<file path="src/hdl/tlip_cfg.svh">
// constants for the two-level interrupt priority controller
// assumes inclusion by tlip_pkg and tlip_ctrl only
`ifndef TLIP_CFG_SVH
`define TLIP_CFG_SVH
`define TLIP_OFF_SYSCTL 12'h000
`define TLIP_OFF_LVL_FIRST 12'h004
`define TLIP_OFF_LVL_SECOND 12'h008
`define TLIP_OFF_LVL_THIRD 12'h00c
`define TLIP_OFF_ENABLE 12'h010
`define TLIP_OFF_PENDING 12'h014
`define TLIP_OFF_STATUS 12'h018
`define TLIP_BIT_MODE_LO 4
`define TLIP_BIT_MODE_HI 5
`define TLIP_SYSCTL_RST 8'h00
`define TLIP_LVL_RST 24'h000000
`define TLIP_ENABLE_RST 32'h00000000
`define TLIP_NMI_VEC 8'h07
`define TLIP_SRC_VEC_BASE 8'h10
`define TLIP_VEC_SHIFT 2
`define TLIP_VEC_LIMIT 256
`define TLIP_ST_VEC_LO 2
`define TLIP_ST_REQ 10
`define TLIP_ST_NMI 11
`define TLIP_ST_STATE 12
`define TLIP_LVL_BITS 24
`define TLIP_MAX_SRC 32
`endif

</file>
<file path="src/hdl/tlip_pkg.sv">
// types for the two-level interrupt priority controller
// assumes tlip_cfg.svh for sizes
`include "tlip_cfg.svh"
package tlip_pkg;
   typedef struct packed {
      logic psel;
      logic penable;
      logic pwrite;
      logic [11:0] paddr;
      logic [31:0] pwdata;
   } tlip_apb_req_s;
   typedef struct packed {
      logic [31:0] prdata;
      logic pready;
      logic pslverr;
   } tlip_apb_rsp_s;
   typedef enum logic [1:0] {
      TLIP_IDLE = 2'b00,
      TLIP_WAIT = 2'b01,
      TLIP_STACK = 2'b10,
      TLIP_MASK = 2'b11
   } tlip_state_e;
   typedef struct packed {
      logic [7:0] sysctl;
      logic [`TLIP_LVL_BITS-1:0] level;
      logic [`TLIP_MAX_SRC-1:0] enable;
      logic [31:0] prdata;
      logic pslverr;
      logic req;
      logic nmi;
      logic [7:0] vec;
      logic [15:0] vec_addr;
      logic stack_req;
      logic set_i;
      logic set_ui;
      logic mode1_taken;
      tlip_state_e state;
   } tlip_regs_s;
endpackage

</file>
<file path="src/hdl/tlip_ctrl.sv">
// interrupt acceptance, masking and priority controller with apb registers
// assumes a cpu core that acks requests at instruction boundaries,
// does the stacking on request and reports its condition-code mask flags
`timescale 1ns/1ps
`default_nettype none
`include "tlip_cfg.svh"
// Function
// nmi accepted except reset or standby
// per-source enable gates every request
// mode bits select mode 0 or 1
// mode 0: global mask blocks maskables
// level 1 requests win over level 0
// same level: fixed order picks winner
// losing requests stay pending, not dropped
// selected source gets priority and vector
// mode 1: level 0 needs global clear
// mode 1: level 1 needs either clear
// global clear: user flag ignored
// level select bits group sources
// handling starts after current instruction ends
// entry stacks program counter and flags
// mode 0: set global mask after stack
// mode 1: set both masks after stack
// vector address formed for accepted source
// request and vector held until ack
module tlip_ctrl #(
   parameter int NUM_SRC = 32
) (
   input wire logic ref_clk_i,
   input wire logic rst_i,
   input wire tlip_pkg::tlip_apb_req_s apb_i,
   output tlip_pkg::tlip_apb_rsp_s apb_o,
   input wire logic nmi_i,
   input wire logic standby_i,
   input wire logic [NUM_SRC-1:0] src_req_i,
   input wire logic cpu_global_mask_i,
   input wire logic user_mask_flag_i,
   input wire logic cpu_ack_i,
   input wire logic stack_done_i,
   output logic irq_req_o,
   output logic irq_nmi_o,
   output logic [7:0] irq_vec_o,
   output logic stack_req_o,
   output logic set_global_mask_o,
   output logic set_user_mask_o,
   output logic [15:0] vec_addr_o
);
   import tlip_pkg::*;

   initial begin
      if (NUM_SRC < 1 || NUM_SRC > `TLIP_MAX_SRC) begin
         $error("tlip_ctrl: NUM_SRC out of range");
      end
      // every source needs a level bit in the three level registers
      if (lvl_index(NUM_SRC - 1) >= `TLIP_LVL_BITS) begin
         $error("tlip_ctrl: too few level bits for NUM_SRC");
      end
      // vector numbers of all sources must fit the 8-bit vector port
      if (int'(`TLIP_SRC_VEC_BASE) + NUM_SRC > `TLIP_VEC_LIMIT) begin
         $error("tlip_ctrl: source vectors overflow 8 bits");
      end
   end

   tlip_regs_s q;
   tlip_regs_s next_q;

   // two external requests share one level bit above the first pair
   function automatic int lvl_index(input int src);
      int g;
      g = (src < 2) ? src : (src / 2) + 1;
      return ((g / 8) * 8) + (7 - (g % 8));
   endfunction

   function automatic logic [7:0] src_vec(input int src);
      return `TLIP_SRC_VEC_BASE + 8'(src);
   endfunction

   // one decode serves the read mux and the write strobes
   localparam logic [2:0] SEL_SYSCTL = 3'h0;
   localparam logic [2:0] SEL_FIRST = 3'h1;
   localparam logic [2:0] SEL_SECOND = 3'h2;
   localparam logic [2:0] SEL_THIRD = 3'h3;
   localparam logic [2:0] SEL_ENABLE = 3'h4;
   localparam logic [2:0] SEL_PENDING = 3'h5;
   localparam logic [2:0] SEL_STATUS = 3'h6;
   localparam logic [2:0] SEL_NONE = 3'h7;

   function automatic logic [2:0] reg_sel(input logic [11:0] addr);
      logic [2:0] s;
      if (addr == `TLIP_OFF_SYSCTL) begin
         s = SEL_SYSCTL;
      end else if (addr == `TLIP_OFF_LVL_FIRST) begin
         s = SEL_FIRST;
      end else if (addr == `TLIP_OFF_LVL_SECOND) begin
         s = SEL_SECOND;
      end else if (addr == `TLIP_OFF_LVL_THIRD) begin
         s = SEL_THIRD;
      end else if (addr == `TLIP_OFF_ENABLE) begin
         s = SEL_ENABLE;
      end else if (addr == `TLIP_OFF_PENDING) begin
         s = SEL_PENDING;
      end else if (addr == `TLIP_OFF_STATUS) begin
         s = SEL_STATUS;
      end else begin
         s = SEL_NONE;
      end
      return s;
   endfunction

   // lowest index wins among the eligible sources of one level
   function automatic logic [8:0] pick_src(input logic [NUM_SRC-1:0] elig);
      logic [8:0] r;
      r = 9'h000;
      for (int i = NUM_SRC - 1; i >= 0; i--) begin
         if (elig[i]) begin
            r = {1'b1, src_vec(i)};
         end
      end
      return r;
   endfunction

   // combinational decode results
   logic mode1;
   logic lvl0_ok;
   logic lvl1_ok;
   logic [NUM_SRC-1:0] pending;
   logic [NUM_SRC-1:0] on_lvl1;
   logic sel_found;
   logic [7:0] sel_vec;
   logic nmi_ok;
   logic acc_setup;
   logic acc_write;
   logic [31:0] rd_val;
   logic rd_err;
   logic [31:0] pend_word;
   logic [2:0] sel;
   logic [8:0] pick_hi;
   logic [8:0] pick_lo;
   logic [31:0] status_word;

   always_comb begin
      mode1 = q.sysctl[`TLIP_BIT_MODE_LO];
      nmi_ok = nmi_i & ~standby_i & ~rst_i;

      lvl0_ok = ~cpu_global_mask_i;

      if (mode1) begin
         lvl1_ok = ~cpu_global_mask_i | ~user_mask_flag_i;
      end else begin
         // mode 0: level 1 obeys the global mask only
         lvl1_ok = ~cpu_global_mask_i;
      end
      pending = src_req_i & q.enable[NUM_SRC-1:0];
      for (int i = 0; i < NUM_SRC; i++) begin
         on_lvl1[i] = q.level[lvl_index(i)];
      end
      // level 1 scan first, lowest index ranks highest
      pick_hi = pick_src(pending & on_lvl1 & {NUM_SRC{lvl1_ok}});
      pick_lo = pick_src(pending & ~on_lvl1 & {NUM_SRC{lvl0_ok}});
      if (pick_hi[8]) begin
         sel_found = 1'b1;
         sel_vec = pick_hi[7:0];
      end else begin
         sel_found = pick_lo[8];
         sel_vec = pick_lo[7:0];
      end
   end

   // register read mux, decoded once per cycle
   always_comb begin
      pend_word = 32'h00000000;
      pend_word[NUM_SRC-1:0] = pending;
      // status: vector, request, nmi and state in fixed fields
      status_word = 32'h00000000;
      status_word[`TLIP_ST_VEC_LO +: 8] = q.vec;
      status_word[`TLIP_ST_REQ] = q.req;
      status_word[`TLIP_ST_NMI] = q.nmi;
      status_word[`TLIP_ST_STATE +: 2] = q.state;
      sel = reg_sel(apb_i.paddr);
      acc_setup = apb_i.psel & ~apb_i.penable;
      acc_write = apb_i.psel & apb_i.penable & apb_i.pwrite;
      rd_err = 1'b0;
      rd_val = 32'h00000000;
      if (sel == SEL_SYSCTL) begin
         rd_val = {24'h000000, q.sysctl};
      end else if (sel == SEL_FIRST) begin
         rd_val = {24'h000000, q.level[7:0]};
      end else if (sel == SEL_SECOND) begin
         rd_val = {24'h000000, q.level[15:8]};
      end else if (sel == SEL_THIRD) begin
         rd_val = {24'h000000, q.level[23:16]};
      end else if (sel == SEL_ENABLE) begin
         rd_val = q.enable;
      end else if (sel == SEL_PENDING) begin
         rd_val = pend_word;
      end else if (sel == SEL_STATUS) begin
         rd_val = status_word;
      end else begin
         rd_err = 1'b1;
      end
   end

   always_comb begin
      next_q = q;
      next_q.set_i = 1'b0;
      next_q.set_ui = 1'b0;
      if (acc_setup) begin
         // read data taken in setup, so it stands through access
         next_q.prdata = apb_i.pwrite ? 32'h00000000 : rd_val;
         next_q.pslverr = rd_err;
      end
      if (acc_write) begin
         if (sel == SEL_SYSCTL) begin
            next_q.sysctl = apb_i.pwdata[7:0];
         end else if (sel == SEL_FIRST) begin
            next_q.level[7:0] = apb_i.pwdata[7:0];
         end else if (sel == SEL_SECOND) begin
            next_q.level[15:8] = apb_i.pwdata[7:0];
         end else if (sel == SEL_THIRD) begin
            next_q.level[23:16] = apb_i.pwdata[7:0];
         end else if (sel == SEL_ENABLE) begin
            next_q.enable = apb_i.pwdata;
         end
      end
      case (q.state)
         TLIP_IDLE: begin
            // nmi outranks every maskable source
            if (nmi_ok) begin
               next_q.req = 1'b1;
               next_q.nmi = 1'b1;
               next_q.vec = `TLIP_NMI_VEC;
               next_q.state = TLIP_WAIT;
            end else if (sel_found) begin
               next_q.req = 1'b1;
               next_q.nmi = 1'b0;
               next_q.vec = sel_vec;
               next_q.state = TLIP_WAIT;
            end
         end
         TLIP_WAIT: begin
            // frozen until the core acks at a boundary
            if (cpu_ack_i) begin
               next_q.req = 1'b0;
               next_q.stack_req = 1'b1;
               next_q.mode1_taken = mode1;
               next_q.vec_addr = 16'(q.vec) << `TLIP_VEC_SHIFT;
               next_q.state = TLIP_STACK;
            end
         end
         TLIP_STACK: begin
            if (stack_done_i) begin
               next_q.stack_req = 1'b0;
               next_q.set_i = 1'b1;
               next_q.set_ui = q.mode1_taken;
               next_q.state = TLIP_MASK;
            end
         end
         TLIP_MASK: begin
            // sources left out are still pending, rescanned in TLIP_IDLE next
            next_q.state = TLIP_IDLE;
         end
         default: begin
            next_q.state = TLIP_IDLE;
         end
      endcase
   end

   // one register stage holds all state
   always_ff @(posedge ref_clk_i) begin
      if (rst_i) begin
         q.sysctl <= `TLIP_SYSCTL_RST;
         q.level <= `TLIP_LVL_RST;
         q.enable <= `TLIP_ENABLE_RST;
         q.prdata <= 32'h00000000;
         q.pslverr <= 1'b0;
         q.req <= 1'b0;
         q.nmi <= 1'b0;
         q.vec <= 8'h00;
         q.vec_addr <= 16'h0000;
         q.stack_req <= 1'b0;
         q.set_i <= 1'b0;
         q.set_ui <= 1'b0;
         q.mode1_taken <= 1'b0;
         q.state <= TLIP_IDLE;
      end else begin
         q <= next_q;
      end
   end

   always_comb begin
      apb_o.prdata = q.prdata;
      // error flag shown only in the access phase
      apb_o.pslverr = q.pslverr & apb_i.psel & apb_i.penable;
      // no wait states: pready is tied high
      apb_o.pready = 1'b1;
      irq_req_o = q.req;
      irq_nmi_o = q.nmi;
      irq_vec_o = q.vec;
      stack_req_o = q.stack_req;
      set_global_mask_o = q.set_i;
      set_user_mask_o = q.set_ui;
      vec_addr_o = q.vec_addr;
   end
endmodule
`default_nettype wire

</file>
<file path="config.mk">
export PLATFORM = sky130hd
export DESIGN_NAME = tlip_ctrl
export DESIGN_NICKNAME = d
export VERILOG_FILES = /design/src/hdl/tlip_pkg.sv /design/src/hdl/tlip_ctrl.sv
export VERILOG_INCLUDE_DIRS = /design/src /design/src/hdl
export SDC_FILE = /design/constraint.sdc
export NUM_CORES = 1
export LEC_CHECK = 0
export BUFFER_PORTS_ARGS = -buffer_cell sky130_fd_sc_hd__buf_2
export CAP_MARGIN = 20
export CORE_AREA = 2 2 126 128
export DETAILED_ROUTE_END_ITERATION = 12
export DIE_AREA = 0 0 128 130
export GPL_TIMING_DRIVEN = 0
export PLACE_DENSITY_LB_ADDON = 0.1
export SETUP_SLACK_MARGIN = 0.2
export SYNTH_ARGS = -nofsm -noshare
export SYNTH_HDL_FRONTEND = slang
export SYNTH_SLANG_ARGS = --single-unit
</file>
<file path="constraint.sdc">
create_clock -name ref_clk_i -period 4.8 [get_ports ref_clk_i]
set_input_delay 0.24 -clock ref_clk_i [delete_from_list [all_inputs] [get_ports ref_clk_i]]
set_output_delay 0.24 -clock ref_clk_i [all_outputs]
set_load 0.005 [all_outputs]
</file>
==> results.cfg <==
[outcome]
status = finished clean

[critical_path]
rrSetupSlack_ns = 1.83
worst_ep_required_time_ns = 5.08
r2r_cells = 9
worst_setup_path_start_kind = register
cp_max_fo = 10
critPathKind = reg -> reg
r2r_end = irq_vec_o[5]
r2r_start = mode1
end_kind = register
worstPathArrival_ns = 3.25

[yosys]
synth_top_area_share = 0.345
synth_seq_cells = 117
synth_cells = 884
yosys.area.top_type = dfxtp_1
synth_warnings = 0
avgSynthCellArea_um2 = 7.69
yosysSeqAreaShare = 0.345
synthArstFlopShare = 0
synth_area_leaders = dfxtp_1 (34%), nand2_1 (8.3%), a21oi_1 (7.1%)
synth_cell_type_count = 66
synth_ff_type = dfxtp_1
synth-edff-count = 0
synth_area_mm2 = 0.00680

[global_routing]
grt_use_total = 0.286
grt_pass1_vias = 6259
grt_pass1_wl_mm = 35.7
grt_max_degree = 17
grt_overflow_total = 0
grt_antenna_before_repair = 0

[die]
start_util = 0.441
num_rows = 46
dieArea_mm2 = 0.0166
core-area_mm2 = 0.0154
die_w_um = 128
io_pins = 150
fp.dieH_um = 130

[finish]
final_common_cell = nand2_1
drive_gt1_frac = 0.226
seq_area_mm2 = 0.00234
antenna_cells = 0
multi_input_area_mm2 = 0.00379
nets = 1136
layout_common_cells = nand2_1 (151), buf_2 (135), dfxtp_1 (117), a21oi_1 (97), nor2_1 (73)
fillers = 1581
area_growth_pct = 22.9

[routing]
vias = 7143
drtAntennaViolNets = 0
wl_per_cell_um = 19.0
vias_per_cell = 5.71
drt_pass1_iterations = 5
drc = 0
postRouteWirelength_mm = 23.7
drt_iter0_drc = 719

[pwr]
leakagePower_nw = 3.39
powerDensity_mw_per_mm2 = 309
max-vdd-ir-drop_mv = 0.334

[sta]
skew_ns = 0.0153
fin_crit_sh = 0.620
slew_headroom = 0.404
hold_viol_final = 0
worst_pin_slew_ns = 0.882
post-route-min-period_ns = 2.97
whs_ns = 0.0436
tns_ns = 0
finalSetupViolations = 0
rsz0062_at_grt = no
drv_slew = 0
fmax_mhz = 336

[clock_tree]
ctsHoldBuffers = 0
cts_max_level = 4
clockBufferDepth = 2
cts_resized = 0
cts_tree = built
clk_pin_slew_worst_paths_ns = 0.06
numCtsBuffers = 17
cts-root-buf = clkbuf_16
post-cts-setup-buffers = 0
clkLatencyLatePin_ns = 0.43
cts.sinks = 117

[hold_path]
worst_hold_path.endpoint = q[86]
hold_class = in -> reg
worstHoldStart = apb_i[21]
min_path_cells = 3

[placement]
io_buffer_count = 132
gp_congestion = 0.984
dpl.hpwl_mm = 18.5

[run]
drv_cap = 0
state kept, by name (all words and copies together) (netlist names), 6 cells and up:
register	count
q	50
apb_o	32
on_lvl1	17
irq_vec_o	6
vec_addr_o	6
report_power, final:
group | total, mW | switching (mW) | internal [mW]
clock network | 1.33 | 0.471 | 0.855
logic | 0.247 | 0.153 | 0.0937
registers | 1.01 | 0.0181 | 0.989
total | 2.58 | 0.643 | 1.94
per-layer routing:
metal	routed length [um]	vias up	global-route usage
met5	0	-	0
met4	671	0	0.107
met3	1570	39	0.0521
met2	10700	266	0.447
met1	10800	3384	0.395
li1	-	3454	-
kinds of logic (layout without fill, tap and decap cells):
kind of cell             Yosys count  in the layout  synth area share
AND/OR/NAND/NOR                  337            337             0.231
AO/OA/AOI/OAI                    260            260             0.256
buffers and inverters            128            291             0.104
flip-flops                       117            117             0.345
multiplexers                      37             37            0.0582
adder cells (fa/ha/maj)            3              3           0.00552
other                              2             13           0.00110
metrics by stage:
stage | total power, mW | worst slack [ns] | area (um^2) | cells | util
floorplan | 1.16 | 2.30 | 6840 | 895 | -
global placement | 1.27 | 1.67 | 7740 | 1219 | 0.502
detailed placement | 1.27 | 1.67 | 7740 | 1219 | 0.502
CTS | 2.59 | 1.91 | 8360 | 1250 | 0.542
global route | 2.67 | 1.65 | 8360 | 1250 | 0.542
finish | 2.58 | 1.83 | 8360 | 1250 | 0.542
final cells by class:
cell class,instances,share of cell area
clock buffer,20,0.0558
multi-input combinational,650,0.454
sequential,117,0.280
buffer,117,0.0795
clock inverter,11,0.0180
timing repair buffer,132,0.0791
inverter,11,0.00494
tap,192,0.0287
worst max path at each step:
stage	start	endpoint	slack [ns]	cells past startpoint
after floorplan	apb_i[32]	q[122]	2.30	8
after global placement	apb_i[32]	apb_o[28]	1.67	9
after detailed placement	apb_i[32]	apb_o[28]	1.67	8
after CTS	mode1	irq_vec_o[5]	1.91	9
after global routing	mode1	irq_vec_o[3]	1.65	9
final	mode1	irq_vec_o[5]	1.83	9
cell usage after synthesis, types with 15 or more instances:
| cell | n |
|---|---|
| a22oi_1 | 21 |
| nand3_1 | 28 |
| a22o_1 | 19 |
| nor2_1 | 73 |
| o211ai_1 | 37 |
| nand2_1 | 151 |
| and3_1 | 15 |
| dfxtp_1 | 117 |
| buf_4 | 57 |
| a21oi_1 | 97 |
| clkbuf_1 | 52 |
| mux2i_1 | 35 |
critical path, stage by stage (launching register included):
cell,delay (ns)
dfxtp_1,0.47
nand2b_1,0.21
and2_1,0.20
clkbuf_1,0.25
a41oi_1,0.44
nor2_1,0.23
a21boi_0,0.35
clkbuf_1,0.39
mux2i_1,0.23
nor2_1,0.06
(Power assumes the default switching activity.)
